**config.mk**
```make
export PLATFORM = sky130hd
export DESIGN_NAME = timer_counter_pwm_unit
export DESIGN_NICKNAME = d
export VERILOG_FILES = /design/src/shared/tcpwm_pkg.sv /design/src/rtl/deadband_gen.sv /design/src/rtl/tick_select.sv /design/src/rtl/timer_counter_pwm_unit.sv
export SDC_FILE = /design/constraint.sdc
export NUM_CORES = 1
export LEC_CHECK = 0
export ABC_CLOCK_PERIOD_IN_PS = 3900
export BUFFER_PORTS_ARGS = -buffer_cell sky130_fd_sc_hd__buf_2
export CAP_MARGIN = 20
export CORE_ASPECT_RATIO = 0.5
export CORE_MARGIN = 3
export CORE_UTILIZATION = 59
export DETAILED_ROUTE_END_ITERATION = 10
export PLACE_DENSITY_LB_ADDON = 0.12
export REMOVE_ABC_BUFFERS = 1
export SLEW_MARGIN = 20
export SYNTH_ARGS = -nofsm -noshare
export SYNTH_HDL_FRONTEND = slang
export SYNTH_SLANG_ARGS = --single-unit
```
**constraint.sdc**
```tcl
create_clock -name mclk -period 3.9 [get_ports mclk]
set_clock_uncertainty 0.15 [all_clocks]
set_input_delay 0.39 -clock mclk [delete_from_list [all_inputs] [get_ports mclk]]
set_output_delay 0.39 -clock mclk [all_outputs]
set_load 0.05 [all_outputs]
```
**src/shared/tcpwm_pkg.sv**
```systemverilog
// package: register map, field positions, reset values and modes of the timer unit
// assumes a plain register port with one-cycle strobes and 32-bit words
package tcpwm_pkg;
	// ============================================================
	// register offsets (byte addresses)
	localparam logic [7:0] off_ctrl     = 8'h00;
	localparam logic [7:0] off_period   = 8'h04;
	localparam logic [7:0] off_compare  = 8'h08;
	localparam logic [7:0] off_count    = 8'h0C;
	localparam logic [7:0] off_capture  = 8'h10;
	localparam logic [7:0] off_deadband = 8'h14;
	localparam logic [7:0] off_status   = 8'h18;
	// ============================================================
	// control register fields
	localparam int ctrl_run_bit   = 0;   // start counting
	localparam int ctrl_mode_lo   = 1;   // run mode, two bits
	localparam int ctrl_cmp_lo    = 3;   // compare relation, three bits
	localparam int ctrl_clk_lo    = 6;   // clock source, two bits
	localparam int ctrl_irq_lo    = 8;   // interrupt source enables, three bits
	localparam int ctrl_compl_bit = 11;  // complementary output select
	localparam logic [31:0] ctrl_reset      = 32'h0000_0000;
	localparam logic [15:0] period_reset    = 16'hFFFF;
	localparam logic [15:0] compare_reset   = 16'h0000;
	localparam logic [7:0]  deadband_reset  = 8'h00;
	localparam logic [15:0] prescale_div    = 16'h0008; // divider for source 2
	// ============================================================
	// enumerations
	typedef enum logic [1:0] {
		mode_free    = 2'b00,
		mode_oneshot = 2'b01,
		mode_enable  = 2'b11
	} run_mode_t;
	typedef enum logic [2:0] {
		less_than        = 3'b000,
		less_or_equal    = 3'b001,
		equal_to         = 3'b010,
		greater_or_equal = 3'b011,
		greater_than     = 3'b100
	} cmp_rel_t;
endpackage

```
**src/rtl/deadband_gen.sv**
```systemverilog
// module: complementary output pair with a deadband gap on each pwm transition, rising or falling
// assumes one count tick enables the deadband timer
module deadband_gen (
	input  wire logic       mclk,
	input  wire logic       nrst,
	input  wire logic       tick,
	input  wire logic       pwm_in,
	input  wire logic [7:0] dead_len,
	output logic            out_hi,
	output logic            out_lo
);
	// ============================================================
	// deadband timer
	logic       prev;   // last pwm level
	logic [7:0] dcnt;   // remaining gap ticks
	wire        edge_seen = pwm_in ^ prev;
	wire        in_gap    = edge_seen | (dcnt != 8'h00);

	// gap counter restarts on each pwm transition
	always_ff @(posedge mclk or negedge nrst) begin
		if (!nrst) begin
			prev   <= 1'b0;
			dcnt   <= 8'h00;
			out_hi <= 1'b0;
			out_lo <= 1'b0;
		end else begin
			prev <= pwm_in;
			if (edge_seen)
				dcnt <= dead_len;
			else if (tick && dcnt != 8'h00)
				dcnt <= dcnt - 8'h01;
			// neither output active during the gap
			out_hi <= pwm_in & ~in_gap;
			out_lo <= ~pwm_in & ~in_gap;
		end
	end
endmodule

```
**src/rtl/tick_select.sv**
```systemverilog
// module: counter clock source selection, producing a one-cycle count tick
// assumes external clock input is already synchronised to mclk
module tick_select (
	input  wire logic       mclk,
	input  wire logic       nrst,
	input  wire logic [1:0] clk_sel,
	input  wire logic       ext_clk_sync,
	output logic            tick
);
	// ============================================================
	// prescaler and edge detect
	logic [15:0] div_cnt;      // free-running divider
	logic        ext_prev;     // last external level
	wire         div_hit  = (div_cnt == tcpwm_pkg::prescale_div - 16'h0001);
	wire         ext_rise = ext_clk_sync & ~ext_prev;

	// divider and edge history
	always_ff @(posedge mclk or negedge nrst) begin
		if (!nrst) begin
			div_cnt  <= 16'h0000;
			ext_prev <= 1'b0;
		end else begin
			div_cnt  <= div_hit ? 16'h0000 : div_cnt + 16'h0001;
			ext_prev <= ext_clk_sync;
		end
	end

	// source select: 0 mclk, 1 mclk/2, 2 prescaled, 3 external rising edge
	always_comb begin
		case (clk_sel)
			2'd0:    tick = 1'b1;
			2'd1:    tick = div_cnt[0];
			2'd2:    tick = div_hit;
			default: tick = ext_rise;
		endcase
	end
endmodule

```
**src/rtl/timer_counter_pwm_unit.sv**
```systemverilog
// top: 16-bit down-counting timer, counter and pwm with capture and kill
// assumes capture, enable, reset, kill and external clock come from outside mclk
// Function
// - sixteen-bit counter that only counts down
// - counter clock chosen among several sources
// - reload period on start, reset, terminal count
// - compare count with selectable relation
// - compare and terminal count outputs, optional complement
// - free run, one shot or enable mode
// - one shot stops at period end
// - enable mode counts only while enabled
// - capture input stores full count
// - kill forces compare outputs inactive
// - complementary pwm pair with deadband gap
// - interrupt on terminal count, compare, capture
//
// Decided for this implementation: the register addresses and the strobed register port.
module timer_counter_pwm_unit (
	input  wire logic        mclk,
	input  wire logic        nrst,
	input  wire logic [7:0]  addr,
	input  wire logic [31:0] wdata,
	input  wire logic        wr,
	input  wire logic        rd,
	output logic      [31:0] rdata,
	input  wire logic        ext_clk,
	input  wire logic        count_en,
	input  wire logic        timer_rst,
	input  wire logic        capture_in,
	input  wire logic        kill,
	output logic             cmp_out,
	output logic             tc_out,
	output logic             pwm_hi,
	output logic             pwm_lo,
	output logic             irq
);
	// ============================================================
	// input synchronisers: three stages, change taken when stages 2 and 3 agree
	logic [2:0] s_ext, s_en, s_rst, s_cap, s_kill;  // shift chains
	logic       ext_q, en_q, rst_q, cap_q, kill_q;  // filtered levels

	// synchroniser chains and agreement filters
	always_ff @(posedge mclk or negedge nrst) begin
		if (!nrst) begin
			s_ext  <= 3'b000;
			s_en   <= 3'b000;
			s_rst  <= 3'b000;
			s_cap  <= 3'b000;
			s_kill <= 3'b000;
			ext_q  <= 1'b0;
			en_q   <= 1'b0;
			rst_q  <= 1'b0;
			cap_q  <= 1'b0;
			kill_q <= 1'b0;
		end else begin
			s_ext  <= {s_ext[1:0], ext_clk};
			s_en   <= {s_en[1:0], count_en};
			s_rst  <= {s_rst[1:0], timer_rst};
			s_cap  <= {s_cap[1:0], capture_in};
			s_kill <= {s_kill[1:0], kill};
			if (s_ext[1] == s_ext[2])
				ext_q <= s_ext[2];
			if (s_en[1] == s_en[2])
				en_q <= s_en[2];
			if (s_rst[1] == s_rst[2])
				rst_q <= s_rst[2];
			if (s_cap[1] == s_cap[2])
				cap_q <= s_cap[2];
			if (s_kill[1] == s_kill[2])
				kill_q <= s_kill[2];
		end
	end

	// ============================================================
	// registers
	logic [31:0] ctrl;       // control word
	logic [15:0] period;     // reload value
	logic [15:0] compare;    // compare value
	logic [15:0] count;      // live counter
	logic [15:0] capture;    // captured count
	logic [7:0]  dead_len;   // deadband in counter ticks
	logic [2:0]  status;     // sticky tc, compare, capture events
	logic        running;    // counter active
	logic        run_prev;   // last run bit, for start edge
	logic        cap_prev;   // last capture level

	// field decodes
	wire [1:0] mode    = ctrl[tcpwm_pkg::ctrl_mode_lo +: 2];
	wire [2:0] rel     = ctrl[tcpwm_pkg::ctrl_cmp_lo +: 3];
	wire [1:0] clk_sel = ctrl[tcpwm_pkg::ctrl_clk_lo +: 2];
	wire [2:0] irq_en  = ctrl[tcpwm_pkg::ctrl_irq_lo +: 3];
	wire       compl   = ctrl[tcpwm_pkg::ctrl_compl_bit];
	wire       run_bit = ctrl[tcpwm_pkg::ctrl_run_bit];

	// write decodes
	wire wr_ctrl   = wr && addr == tcpwm_pkg::off_ctrl;
	wire wr_period = wr && addr == tcpwm_pkg::off_period;
	wire wr_cmp    = wr && addr == tcpwm_pkg::off_compare;
	wire wr_dead   = wr && addr == tcpwm_pkg::off_deadband;
	wire wr_status = wr && addr == tcpwm_pkg::off_status;

	// ============================================================
	// counter clock
	logic tick;  // one-cycle count enable from chosen source
	tick_select tick_select_inst (
		.mclk         (mclk),
		.nrst         (nrst),
		.clk_sel      (clk_sel),
		.ext_clk_sync (ext_q),
		.tick         (tick)
	);

	// ============================================================
	// counter control
	wire start     = run_bit & ~run_prev;
	wire at_tc     = (count == 16'h0000);
	wire gate_ok   = (mode != tcpwm_pkg::mode_enable) | en_q;
	wire step      = running & tick & gate_ok;
	wire tc_evt    = step & at_tc;
	wire cap_evt   = cap_q & ~cap_prev;
	// one shot stops after its terminal count
	wire stop_evt  = tc_evt & (mode == tcpwm_pkg::mode_oneshot);

	logic cmp_raw;  // relation result
	always_comb begin
		case (tcpwm_pkg::cmp_rel_t'(rel))
			tcpwm_pkg::less_than:        cmp_raw = count < compare;
			tcpwm_pkg::less_or_equal:    cmp_raw = count <= compare;
			tcpwm_pkg::equal_to:         cmp_raw = count == compare;
			tcpwm_pkg::greater_or_equal: cmp_raw = count >= compare;
			tcpwm_pkg::greater_than:     cmp_raw = count > compare;
			default:                     cmp_raw = 1'b0;
		endcase
	end

	wire cmp_live = cmp_raw & ~kill_q;
	wire [2:0] evts = {cap_evt, cmp_live & step, tc_evt};

	// control registers written by software
	always_ff @(posedge mclk or negedge nrst) begin
		if (!nrst) begin
			ctrl     <= tcpwm_pkg::ctrl_reset;
			period   <= tcpwm_pkg::period_reset;
			compare  <= tcpwm_pkg::compare_reset;
			dead_len <= tcpwm_pkg::deadband_reset;
			run_prev <= 1'b0;
		end else begin
			run_prev <= run_bit;
			if (wr_ctrl)
				ctrl <= wdata;
			if (wr_period)
				period <= wdata[15:0];
			if (wr_cmp)
				compare <= wdata[15:0];
			if (wr_dead)
				dead_len <= wdata[7:0];
		end
	end

	// counter, run flag and capture
	always_ff @(posedge mclk or negedge nrst) begin
		if (!nrst) begin
			count    <= 16'h0000;
			running  <= 1'b0;
			capture  <= 16'h0000;
			cap_prev <= 1'b0;
		end else begin
			cap_prev <= cap_q;
			if (start || rst_q)
				count <= period;
			else if (tc_evt)
				count <= period;
			else if (step)
				count <= count - 16'h0001;
			if (!run_bit)
				running <= 1'b0;
			else if (start)
				running <= 1'b1;
			else if (stop_evt)
				running <= 1'b0;
			if (cap_evt)
				capture <= count;
		end
	end

	// sticky events, set wins over write-one clear
	always_ff @(posedge mclk or negedge nrst) begin
		if (!nrst)
			status <= 3'b000;
		else
			status <= evts | (status & ~(wr_status ? wdata[2:0] : 3'b000));
	end

	// ============================================================
	// outputs
	// compare and terminal count outputs
	always_ff @(posedge mclk or negedge nrst) begin
		if (!nrst) begin
			cmp_out <= 1'b0;
			tc_out  <= 1'b0;
			irq     <= 1'b0;
		end else begin
			cmp_out <= cmp_live;
			// complementary compare replaces tc when selected
			tc_out  <= compl ? (~cmp_raw & ~kill_q) : (running & at_tc);
			irq     <= |(status & irq_en);
		end
	end

	deadband_gen deadband_gen_inst (
		.mclk     (mclk),
		.nrst     (nrst),
		.tick     (tick),
		.pwm_in   (cmp_live),
		.dead_len (dead_len),
		.out_hi   (pwm_hi),
		.out_lo   (pwm_lo)
	);

	// ============================================================
	// read path: data the cycle after the read strobe, zero elsewhere
	logic [31:0] rd_mux;  // selected word
	always_comb begin
		case (addr)
			tcpwm_pkg::off_ctrl:     rd_mux = ctrl;
			tcpwm_pkg::off_period:   rd_mux = {16'h0000, period};
			tcpwm_pkg::off_compare:  rd_mux = {16'h0000, compare};
			tcpwm_pkg::off_count:    rd_mux = {16'h0000, count};
			tcpwm_pkg::off_capture:  rd_mux = {16'h0000, capture};
			tcpwm_pkg::off_deadband: rd_mux = {24'h00_0000, dead_len};
			tcpwm_pkg::off_status:   rd_mux = {28'h000_0000, running, status};
			default:                 rd_mux = 32'h0000_0000;
		endcase
	end

	// read data register
	always_ff @(posedge mclk or negedge nrst) begin
		if (!nrst)
			rdata <= 32'h0000_0000;
		else
			rdata <= rd ? rd_mux : 32'h0000_0000;
	end

	// ============================================================
	// checks
	property p_reload_tc;
		@(posedge mclk) disable iff (!nrst)
		(tc_evt && !start && !rst_q) |=> count == $past(period);
	endproperty
	a_reload_tc: assert property (p_reload_tc) else $error("no reload at tc");
	property p_down;
		@(posedge mclk) disable iff (!nrst)
		(step && !at_tc && !start && !rst_q) |=> count == $past(count) - 16'h0001;
	endproperty
	a_down: assert property (p_down) else $error("count not decremented");
	property p_hold;
		@(posedge mclk) disable iff (!nrst)
		(mode == tcpwm_pkg::mode_enable && !en_q && !start && !rst_q) |=> count == $past(count);
	endproperty
	a_hold: assert property (p_hold) else $error("count moved while disabled");
	property p_oneshot;
		@(posedge mclk) disable iff (!nrst)
		(stop_evt && !start) |=> !running;
	endproperty
	a_oneshot: assert property (p_oneshot) else $error("one shot kept running");
	property p_capture;
		@(posedge mclk) disable iff (!nrst)
		cap_evt |=> capture == $past(count);
	endproperty
	a_capture: assert property (p_capture) else $error("capture wrong");
	property p_kill;
		@(posedge mclk) disable iff (!nrst)
		kill_q |=> !cmp_out;
	endproperty
	a_kill: assert property (p_kill) else $error("compare active under kill");
	property p_dead;
		@(posedge mclk) disable iff (!nrst)
		!(pwm_hi && pwm_lo);
	endproperty
	a_dead: assert property (p_dead) else $error("both pwm outputs active");
	property p_irq;
		@(posedge mclk) disable iff (!nrst)
		(tc_evt && irq_en[0] && !(wr_ctrl)) |=> ##1 irq;
	endproperty
	a_irq: assert property (p_irq) else $error("no irq on tc");
endmodule

```
=== Word-level counts from Yosys, hierarchy flattened ===
Index checks and enable logic that the tools add are counted.

* Add/sub/neg operators: 3
* Magnitude comparators: 4
* Equal/unequal tests: 22
* Mux-type cells: 15
* Bitwise gates (word level): 27
* Reduce and logical (&&, ||, !) cells: 15

{| class="wikitable"
|+ Operators with widths
! cell !! count
|-
| 32-bit case mux with 7 select lines || 1
|-
| 16-bit 2-to-1 mux || 4
|-
| 32-bit 2-to-1 mux || 1
|-
| 8-bit by 5-bit == test with 1-bit output (second input constant) || 3
|-
| 16-bit by 1-bit adder with 16-bit output (second input constant) || 1
|-
| 16-bit == test || 1
|-
| 16-bit by 3-bit == test with 1-bit output (second input constant) || 1
|-
| 8-bit by 4-bit == test with 1-bit output (second input constant) || 2
|-
| 16-bit greater-or-equal comparator || 1
|-
| 16-bit greater-than comparator || 1
|-
| 16-bit less-or-equal comparator || 1
|-
| 16-bit logical NOT || 1
|-
| 16-bit < comparator || 1
|-
| 8-bit 2-to-1 mux || 2
|-
| 16-bit by 1-bit subtractor with 16-bit output (second input constant) || 1
|-
| 1-bit AND || 13
|-
| 8-bit by 3-bit == test with 1-bit output (second input constant) || 1
|-
| 8-bit logical NOT || 1
|-
| 8-bit nonzero test || 1
|-
| 8-bit by 1-bit subtractor with 8-bit output (second input constant) || 1
|-
| 1-bit NOT || 7
|-
| 3-bit AND || 2
|-
| 3-bit by 2-bit == test with 1-bit output (second input constant) || 2
|-
| 1-bit logical AND || 6
|-
| other kinds (21) || 30
|}

* Bits in registers: 192
* Bits of input ports: 49
* Logic and storage cells: 115

=== Logic depth before layout (Yosys ltp) ===
Gate-level depths: netlist (run 1).

* Word-level depth: 10
* Depth in mapped cells: 10

=== Hierarchy ===
Synthesis (run 1) repeated with hierarchy kept, for this count alone.

* Cell total of the unflattened synthesis: 722
* Area, all modules: 8634.5 sq um

{| class="wikitable"
|+ Modules (own cells, without submodules)
! module !! times used !! cells an instance !! area each (sq um)
|-
| timer_counter_pwm_unit || 1 || 593 || 7277.0
|-
| tick_select || 1 || 69 || 760.7
|-
| deadband_gen || 1 || 60 || 596.8
|}

=== Least setup slack after synthesis (run 1) ===
No wires, ideal clock.

* Path type: reg2reg
* From: register count[13]
* To: register deadband_gen_inst.dcnt[0]
* Data arrival time: 2.571 ns
* Required time: 3.625 ns
* Slack: 1.054 ns
* Stages on the path, launching flop included: 9
* Buffers on the path: 0
* Period minus slack after synthesis: 2.846 ns
* Cell sequence: dfrtp_1 -> ha_1 -> nand4_1 -> or4_1 -> a31oi_1 -> a21oi_1 -> mux2_4 -> xor2_4 -> mux2_2

* Longest elaborated chain between the ends: 5
* Elaborated cells between the ends (all ways): 10

{| class="wikitable"
|+ RTL lines
! what !! line !! text
|-
| from (decl) || timer_counter_pwm_unit.sv:79 || <nowiki>logic [15:0] count;</nowiki>
|-
| from (signal assigned) || timer_counter_pwm_unit.sv:170 || <nowiki>count <= period;</nowiki>
|-
| from (signal assigned) || timer_counter_pwm_unit.sv:172 || <nowiki>count <= period;</nowiki>
|-
| from (signal assigned) || timer_counter_pwm_unit.sv:174 || <nowiki>count <= count - 16'h0001;</nowiki>
|-
| 16-bit greater-than comparator, or another cell as far along || timer_counter_pwm_unit.sv:131 || <nowiki>tcpwm_pkg::greater_than: cmp_raw = count > compare;</nowiki>
|-
| 1-bit case mux with 5 select lines * || timer_counter_pwm_unit.sv:126 || <nowiki>case (tcpwm_pkg::cmp_rel_t'(rel))</nowiki>
|-
| 1-bit AND * || timer_counter_pwm_unit.sv:136 || <nowiki>wire cmp_live = cmp_raw & ~kill_q;</nowiki>
|-
| named net cmp_live || timer_counter_pwm_unit.sv:136 ||
|-
| 1-bit bitwise XOR * || deadband_gen.sv:16 || <nowiki>wire edge_seen = pwm_in ^ prev;</nowiki>
|-
| 8-bit 2-to-1 mux / 2-bit nonzero test (equally long branches) || - ||
|-
| to (signal assigned) || deadband_gen.sv:29 || <nowiki>dcnt <= dead_len;</nowiki>
|-
| to (signal assigned) || deadband_gen.sv:31 || <nowiki>dcnt <= dcnt - 8'h01;</nowiki>
|-
| to (decl) || deadband_gen.sv:15 || <nowiki>logic [7:0] dcnt;</nowiki>
|}

The timed path passes the listed nets; every way through them passes the cells marked *.
A chain may end at the register's enable or synchronous reset.

=== Worst setup path after layout (run 1) ===
* From: register count[5]
* To: register deadband_gen_inst.dcnt[6]

The elaborated chain is that of the path after synthesis.

==> flow_summary_export.csv, run 1 <==
group,metric,value,unit
run_status,outcome,"completed",
place,place_hpwl,13400,um
finish,n_fill_cell,993,
job,cap_violations,0,
worst_setup_path,cpPeakStageDelay,0.53,ns
detailed_routing,viasPerCell,6.06,
finish,final_common_cell,"dfrtp_1",
finish,ff_latch_area,4820,um2
logic_synthesis,synth.distinct_cells,60,
floorplanning,core_region_area,13900,um2
floorplanning,ios,86,
timing,worst_pin_slew,1.06,ns
detailed_routing,drc,0,
worst_setup_path,startpoint,"count[5]",
timing,setup_tns,0,ns
global_route,antenna_found_initial,0,
worst_setup_path,rr_worst_depth,8,
finish,post-route-util,71.0,%
clock_network,cts_root_buf,"clkbuf_16",
min_path,hold_path.class,"in -> reg",
worst_setup_path,crit_cells,8,
floorplanning,dieArea,16000,um2
detailed_routing,wl,19900,um
worst_setup_path,crit_path_end_kind,"register",
timing,max_freq,297,MHz
global_route,grt_overflow,0,
floorplanning,die_width,176,um
global_route,grt_max_degree,102,
place,portBuffers,85,
place,gp_congestion,0.883,
worst_setup_path,crit_family,"multiplexers",
worst_setup_path,endpoint,"deadband_gen_inst.dcnt[6]",
timing,min_period_over_period,86.4,%
worst_setup_path,slowest_stage,"nor3_1",
worst_setup_path,cp_data_arrival_time,3.53,ns
logic_synthesis,synth-warning-count,0,
min_path,hp-start,"wdata[31]",
logic_synthesis,yosys.area.top_type,"dfrtp_1",
worst_setup_path,r2r-start,"count[5]",
pwr,peakVddDrop,0.283,mV
global_route,globalRouteTotalUtil,25.9,%
pwr,power,0.00504,W
worst_setup_path,critPathBufInv,0,
pwr,power.density,513,nW/um2
clock_network,cts_sinks,192,
floorplanning,initial_core_util,61.6,%
worst_setup_path,r2r-end,"deadband_gen_inst.dcnt[6]",
finish,layout_common_cells,"dfrtp_1 (176), mux2_2 (91), buf_2 (84), nand2_1 (35), nand3_1 (34)",
logic_synthesis,yosys-top-cells-area,"dfrtp_1 (52%), mux2_2 (12%), dfstp_2 (4.9%), ha_1 (2.8%), a22oi_1 (2.0%)",
detailed_routing,ant_nets,0,
clock_network,cts_buffers,17,
logic_synthesis,syn_inst,695,
finish,area_delta_synth_final,15.3,%
detailed_routing,dr.pass1.iters,9,
logic_synthesis,synth.avg_cell_area,12.3,um2
timing,drv_slew,0,
clock_network,post-cts-setup-buffers,0,
worst_setup_path,ff2ff_setup_slack,0.53,ns
timing,slew_headroom,29.3,%
finish,fin_area,9840,um2
logic_synthesis,async_flop_share,100,%
floorplanning,std_cell_rows,30,
place,placed_area,9190,um2
detailed_routing,initialDrtViolationCount,699,
finish,multiInputGateArea,3470,um2
worst_setup_path,crit_fanout,9,
floorplanning,die_y,91.0,um
timing,rsz0062_at_grt,"false",
logic_synthesis,syn-cell-area,8530,um2
finish,num_antenna_cells,0,
worst_setup_path,path_class,"reg -> reg",
clock_network,tritoncts,"built",
clock_network,clk_latency,0.43,ns
detailed_routing,via_count,6038,
logic_synthesis,ys_seq_elements,192,
worst_setup_path,critPathLaunchType,"register",
clock_network,htreeDepth,4,
timing,timing.final.crit_period,3.37,ns
timing,finalHoldViolations,0,
clock_network,cts_buffer_depth,2,
clock_network,path_clk_slew,0.07,ns
global_route,grt_pass1_vias,5909,
timing,setup_viol,0,
finish,nets,859,
finish,drive_gt1_share,32.0,%
logic_synthesis,synth-main-ff-cell,"dfrtp_1",
worst_setup_path,path_cells,"ha_1 -> a21oi_1 -> o21ai_0 -> a221o_1 -> nor3_1 -> mux2_4 -> xor2_4 -> mux2_2",
pwr,power_leakage,4.66,nW
logic_synthesis,yosysTopAreaCellShare,51.6,%
detailed_routing,wire_per_inst,20.0,um
worst_setup_path,required,4.06,ns
global_route,grt_pass1_wl,32400,um
logic_synthesis,ys_seq_area_share,56.5,%
logic_synthesis,synth_edf_count,0,
-- synth_stat cells (all sizes together), types with 8 or more instances --
cell,instances
inv,27
xnor2,15
a31oi,8
o21ai,24
a21oi,31
dfstp,16
nor3,15
a222oi,13
clkbuf,16
nor2,34
nand2,37
a22oi,23
mux2,102
ha,19
nand3,34
dfrtp,176
and3,22
buf,12
-- area by class of cell --
class                           instances  share of cell area, %
Inverter                               27                   1.03
Tap cell                              192                   2.44
Clock inverter                         13                   1.50
Multi-Input combinational cell        448                   35.3
Timing Repair Buffer                  105                   6.22
Sequential cell                       192                   49.0
Clock buffer                           19                   4.50
-- repair_timing --
action / CTS / global route
resized for setup: 0 / 0
hold buffers: 6 / 0
endpoints found under the hold margin: 97 / 0
-- where the power goes --
| group | switching [W] | total [W] | internal [W] |
|---|---|---|---|
| logic | 0.000475 | 0.000891 | 0.000416 |
| registers | 0.000210 | 0.00241 | 0.00220 |
| clock network | 0.000814 | 0.00174 | 0.000926 |
-- through the flow --
| step | std cells | hold WS (ns) | worst slack (ns) |
|---|---|---|---|
| after floorplan | 667 | -0.0556 | 0.470 |
| after global placement | 958 | 0.182 | 0.633 |
| after detailed placement | 958 | 0.185 | 0.554 |
| after CTS | 996 | 0.0334 | 0.540 |
| after global routing | 996 | 0.0282 | 0.391 |
| final | 996 | 0.0411 | 0.530 |
-- metal layers --
metal / track usage, % / wire length (um)
met5: 0 / 0
met4: 6.58 / 221
met3: 5.76 / 1780
met2: 37.5 / 8660
met1: 39.7 / 9270
-- worst min-delay path by stage --
| stage | to | slack, ns | cells after the start |
|---|---|---|---|
| after detailed placement | s_rst[1] | 0.18 | 0 |
| final | ctrl[31] | 0.04 | 2 |
| after CTS | ctrl[17] | 0.03 | 2 |
| after global placement | s_ext[1] | 0.18 | 0 |
| after global routing | ctrl[24] | 0.03 | 2 |
| after floorplan | cap_prev | -0.06 | 0 |
-- sequential cells by signal, summed over array words and instances (netlist names), 3 cells and up --
signal / cells
ctrl: 32
rdata: 32
capture: 16
compare: 16
count: 16
period: 16
tick_select_inst.div_cnt: 16
dead_len: 8
deadband_gen_inst.dcnt: 8
s_cap: 3
s_en: 3
s_ext: 3
s_kill: 3
s_rst: 3
status: 3
-- logic make-up (layout without fill, tap and decap cells) --
logic type	Yosys count	in the layout	share of synthesized area [%]
simple gates	182	182	11.5
xor+xnor	20	20	2.27
fa+ha+maj	24	24	3.37
flops	192	192	56.5
compound gates	120	120	9.55
buf+inv	55	164	2.77
mux	102	102	13.9
Note: power is estimated with default switching activity, not from simulation.
==> inputs of run 2 (changes only) <==
- MAX_ROUTING_LAYER: default -> met4
- RECOVER_POWER: default -> 25
==> run 2 against run 1 <==
Effect of this change: the flow now finishes with violations (capacitance limit, slew limit); flip-flop and latch count unchanged; critical path depth unchanged; clock-buffer cell count down 1; critical endpoint is now deadband_gen_inst.dcnt[0].
==> flow_summary_export.csv, run 2 (synthesis results as in run 1) <==
group,metric,value,unit
detailed_routing,via_count,5990,
floorplanning,core_region_area,13900,um2
finish,num_antenna_cells,0,
detailed_routing,wire_per_inst,20.1,um
timing,finalHoldViolations,0,
timing,min_period_over_period,84.8,%
finish,area_delta_synth_final,15.2,%
clock_network,cts_buffer_depth,2,
global_route,grt_pass1_vias,5976,
finish,drive_gt1_share,32.1,%
clock_network,cts_root_buf,"clkbuf_16",
pwr,power_leakage,4.66,nW
place,place_hpwl,13600,um
worst_setup_path,startpoint,"count[5]",
floorplanning,ios,86,
min_path,min_delay_path_depth,2,
run_status,violations,"capacitance limit, slew limit",
pwr,power.density,509,nW/um2
clock_network,cts_sinks,192,
place,gp_congestion,0.900,
worst_setup_path,path_class,"reg -> reg",
timing,worst_pin_slew,1.96,ns
detailed_routing,drc,0,
timing,setup_viol,0,
finish,top_regs,"ctrl x32, rdata x32",
finish,layout_common_cells,"dfrtp_1 (176), mux2_2 (91), buf_2 (84), nand2_1 (35), nand3_1 (34)",
timing,slew_headroom,-31.0,%
worst_setup_path,cp_data_arrival_time,3.47,ns
finish,nets,859,
detailed_routing,initialDrtViolationCount,593,
global_route,grt_max_degree,85,
global_route,grt_pass1_wl,32400,um
place,place_ws,0.613,ns
pwr,peakVddDrop,0.243,mV
detailed_routing,viasPerCell,6.01,
worst_setup_path,critPathLaunchType,"register",
timing,rsz0062_at_grt,"false",
clock_network,post-cts-setup-buffers,0,
timing,setup_tns,0,ns
clock_network,path_clk_slew,0.08,ns
worst_setup_path,rr_worst_depth,8,
worst_setup_path,r2r-end,"deadband_gen_inst.dcnt[0]",
detailed_routing,ant_nets,0,
detailed_routing,wl,20000,um
finish,final_common_cell,"dfrtp_1",
floorplanning,die_y,91.0,um
job,cap_violations,1,
clock_network,clk_latency,0.43,ns
clock_network,htreeDepth,4,
timing,drv_slew,79,
floorplanning,initial_core_util,61.6,%
timing,fin_ws,0.593,ns
worst_setup_path,crit_path_end_kind,"register",
worst_setup_path,endpoint,"deadband_gen_inst.dcnt[0]",
floorplanning,dieArea,16000,um2
timing,timing.final.crit_period,3.31,ns
clock_network,tritoncts,"built",
worst_setup_path,required,4.06,ns
min_path,hold_path.class,"in -> reg",
place,portBuffers,85,
worst_setup_path,ff2ff_setup_slack,0.59,ns
clock_network,cts_buffers,17,
global_route,grt_overflow,0,
floorplanning,std_cell_rows,30,
detailed_routing,dr.pass1.iters,6,
worst_setup_path,crit_fanout,9,
timing,max_freq,302,MHz
run_status,outcome,"finished, violations left",
global_route,globalRouteTotalUtil,26.7,%
worst_setup_path,r2r-start,"count[5]",
floorplanning,die_width,176,um
global_route,antenna_found_initial,0,
run 2: cell type report:
cell class | count | area [um2]
Clock inverter | 14 | 148
Clock buffer | 18 | 439
Inverter | 27 | 101
Tap cell | 192 | 240
Timing Repair Buffer | 105 | 603
Fill cell | 989 | 4020
Multi-Input combinational cell | 448 | 3470
Sequential cell | 192 | 4820
run 2: worst min-delay path by stage:
stage,startpoint,end
after floorplan,nrst,cap_prev
after global placement,s_ext[0],s_ext[1]
after detailed placement,s_ext[0],s_ext[1]
after CTS,wdata[18],ctrl[18]
after global routing,wdata[28],ctrl[28]
final,wdata[28],ctrl[28]
run 2: critical path: stages, from the launching register on:
cell,delay (ns)
dfrtp_1,0.55
ha_1,0.32
a21oi_1,0.15
o21ai_0,0.13
a221o_1,0.31
nor3_1,0.46
mux2_4,0.42
xor2_4,0.30
mux2_2,0.39
run 2: layer usage:
layer | wire length (um) | global-route usage [%] | share of wire [%] | up-vias
li1 | - | - | - | 2745
met1 | 9640 | 40.2 | 48 | 2997
met2 | 8550 | 36.9 | 43 | 227
met3 | 1650 | 6.31 | 8.2 | 21
met4 | 197 | 6.25 | 0.98 | 0
met5 | 0 | - | 0 | -
run 2: stage by stage:
stage / utilization [%] / power (W) / instances / cell area, um2 / hold slack, ns
2_1_floorplan: - / 0.00302 / 667 / 8400 / -0.0556
3_3_place_gp: 66.3 / 0.00329 / 958 / 9190 / 0.182
3_5_place_dp: 66.3 / 0.00332 / 958 / 9190 / 0.186
4_1_cts: 71.0 / 0.00503 / 996 / 9840 / 0.0269
5_1_grt: 70.9 / 0.00527 / 996 / 9830 / 0.0264
6_report: 70.9 / 0.00500 / 996 / 9830 / 0.0398
run 2: what timing repair did:
item	in CTS	in global routing
hold buffers	6	0
setup endpoints to repair	0	0
endpoints found under the hold margin	72	0
resized for setup	0	0
run 2: power breakdown:
part	internal (W)	switching, W	leakage [nW]
Clock	0.000871	0.000832	0.286
Combinational	0.000415	0.000471	1.87
Sequential	0.00220	0.000213	2.50
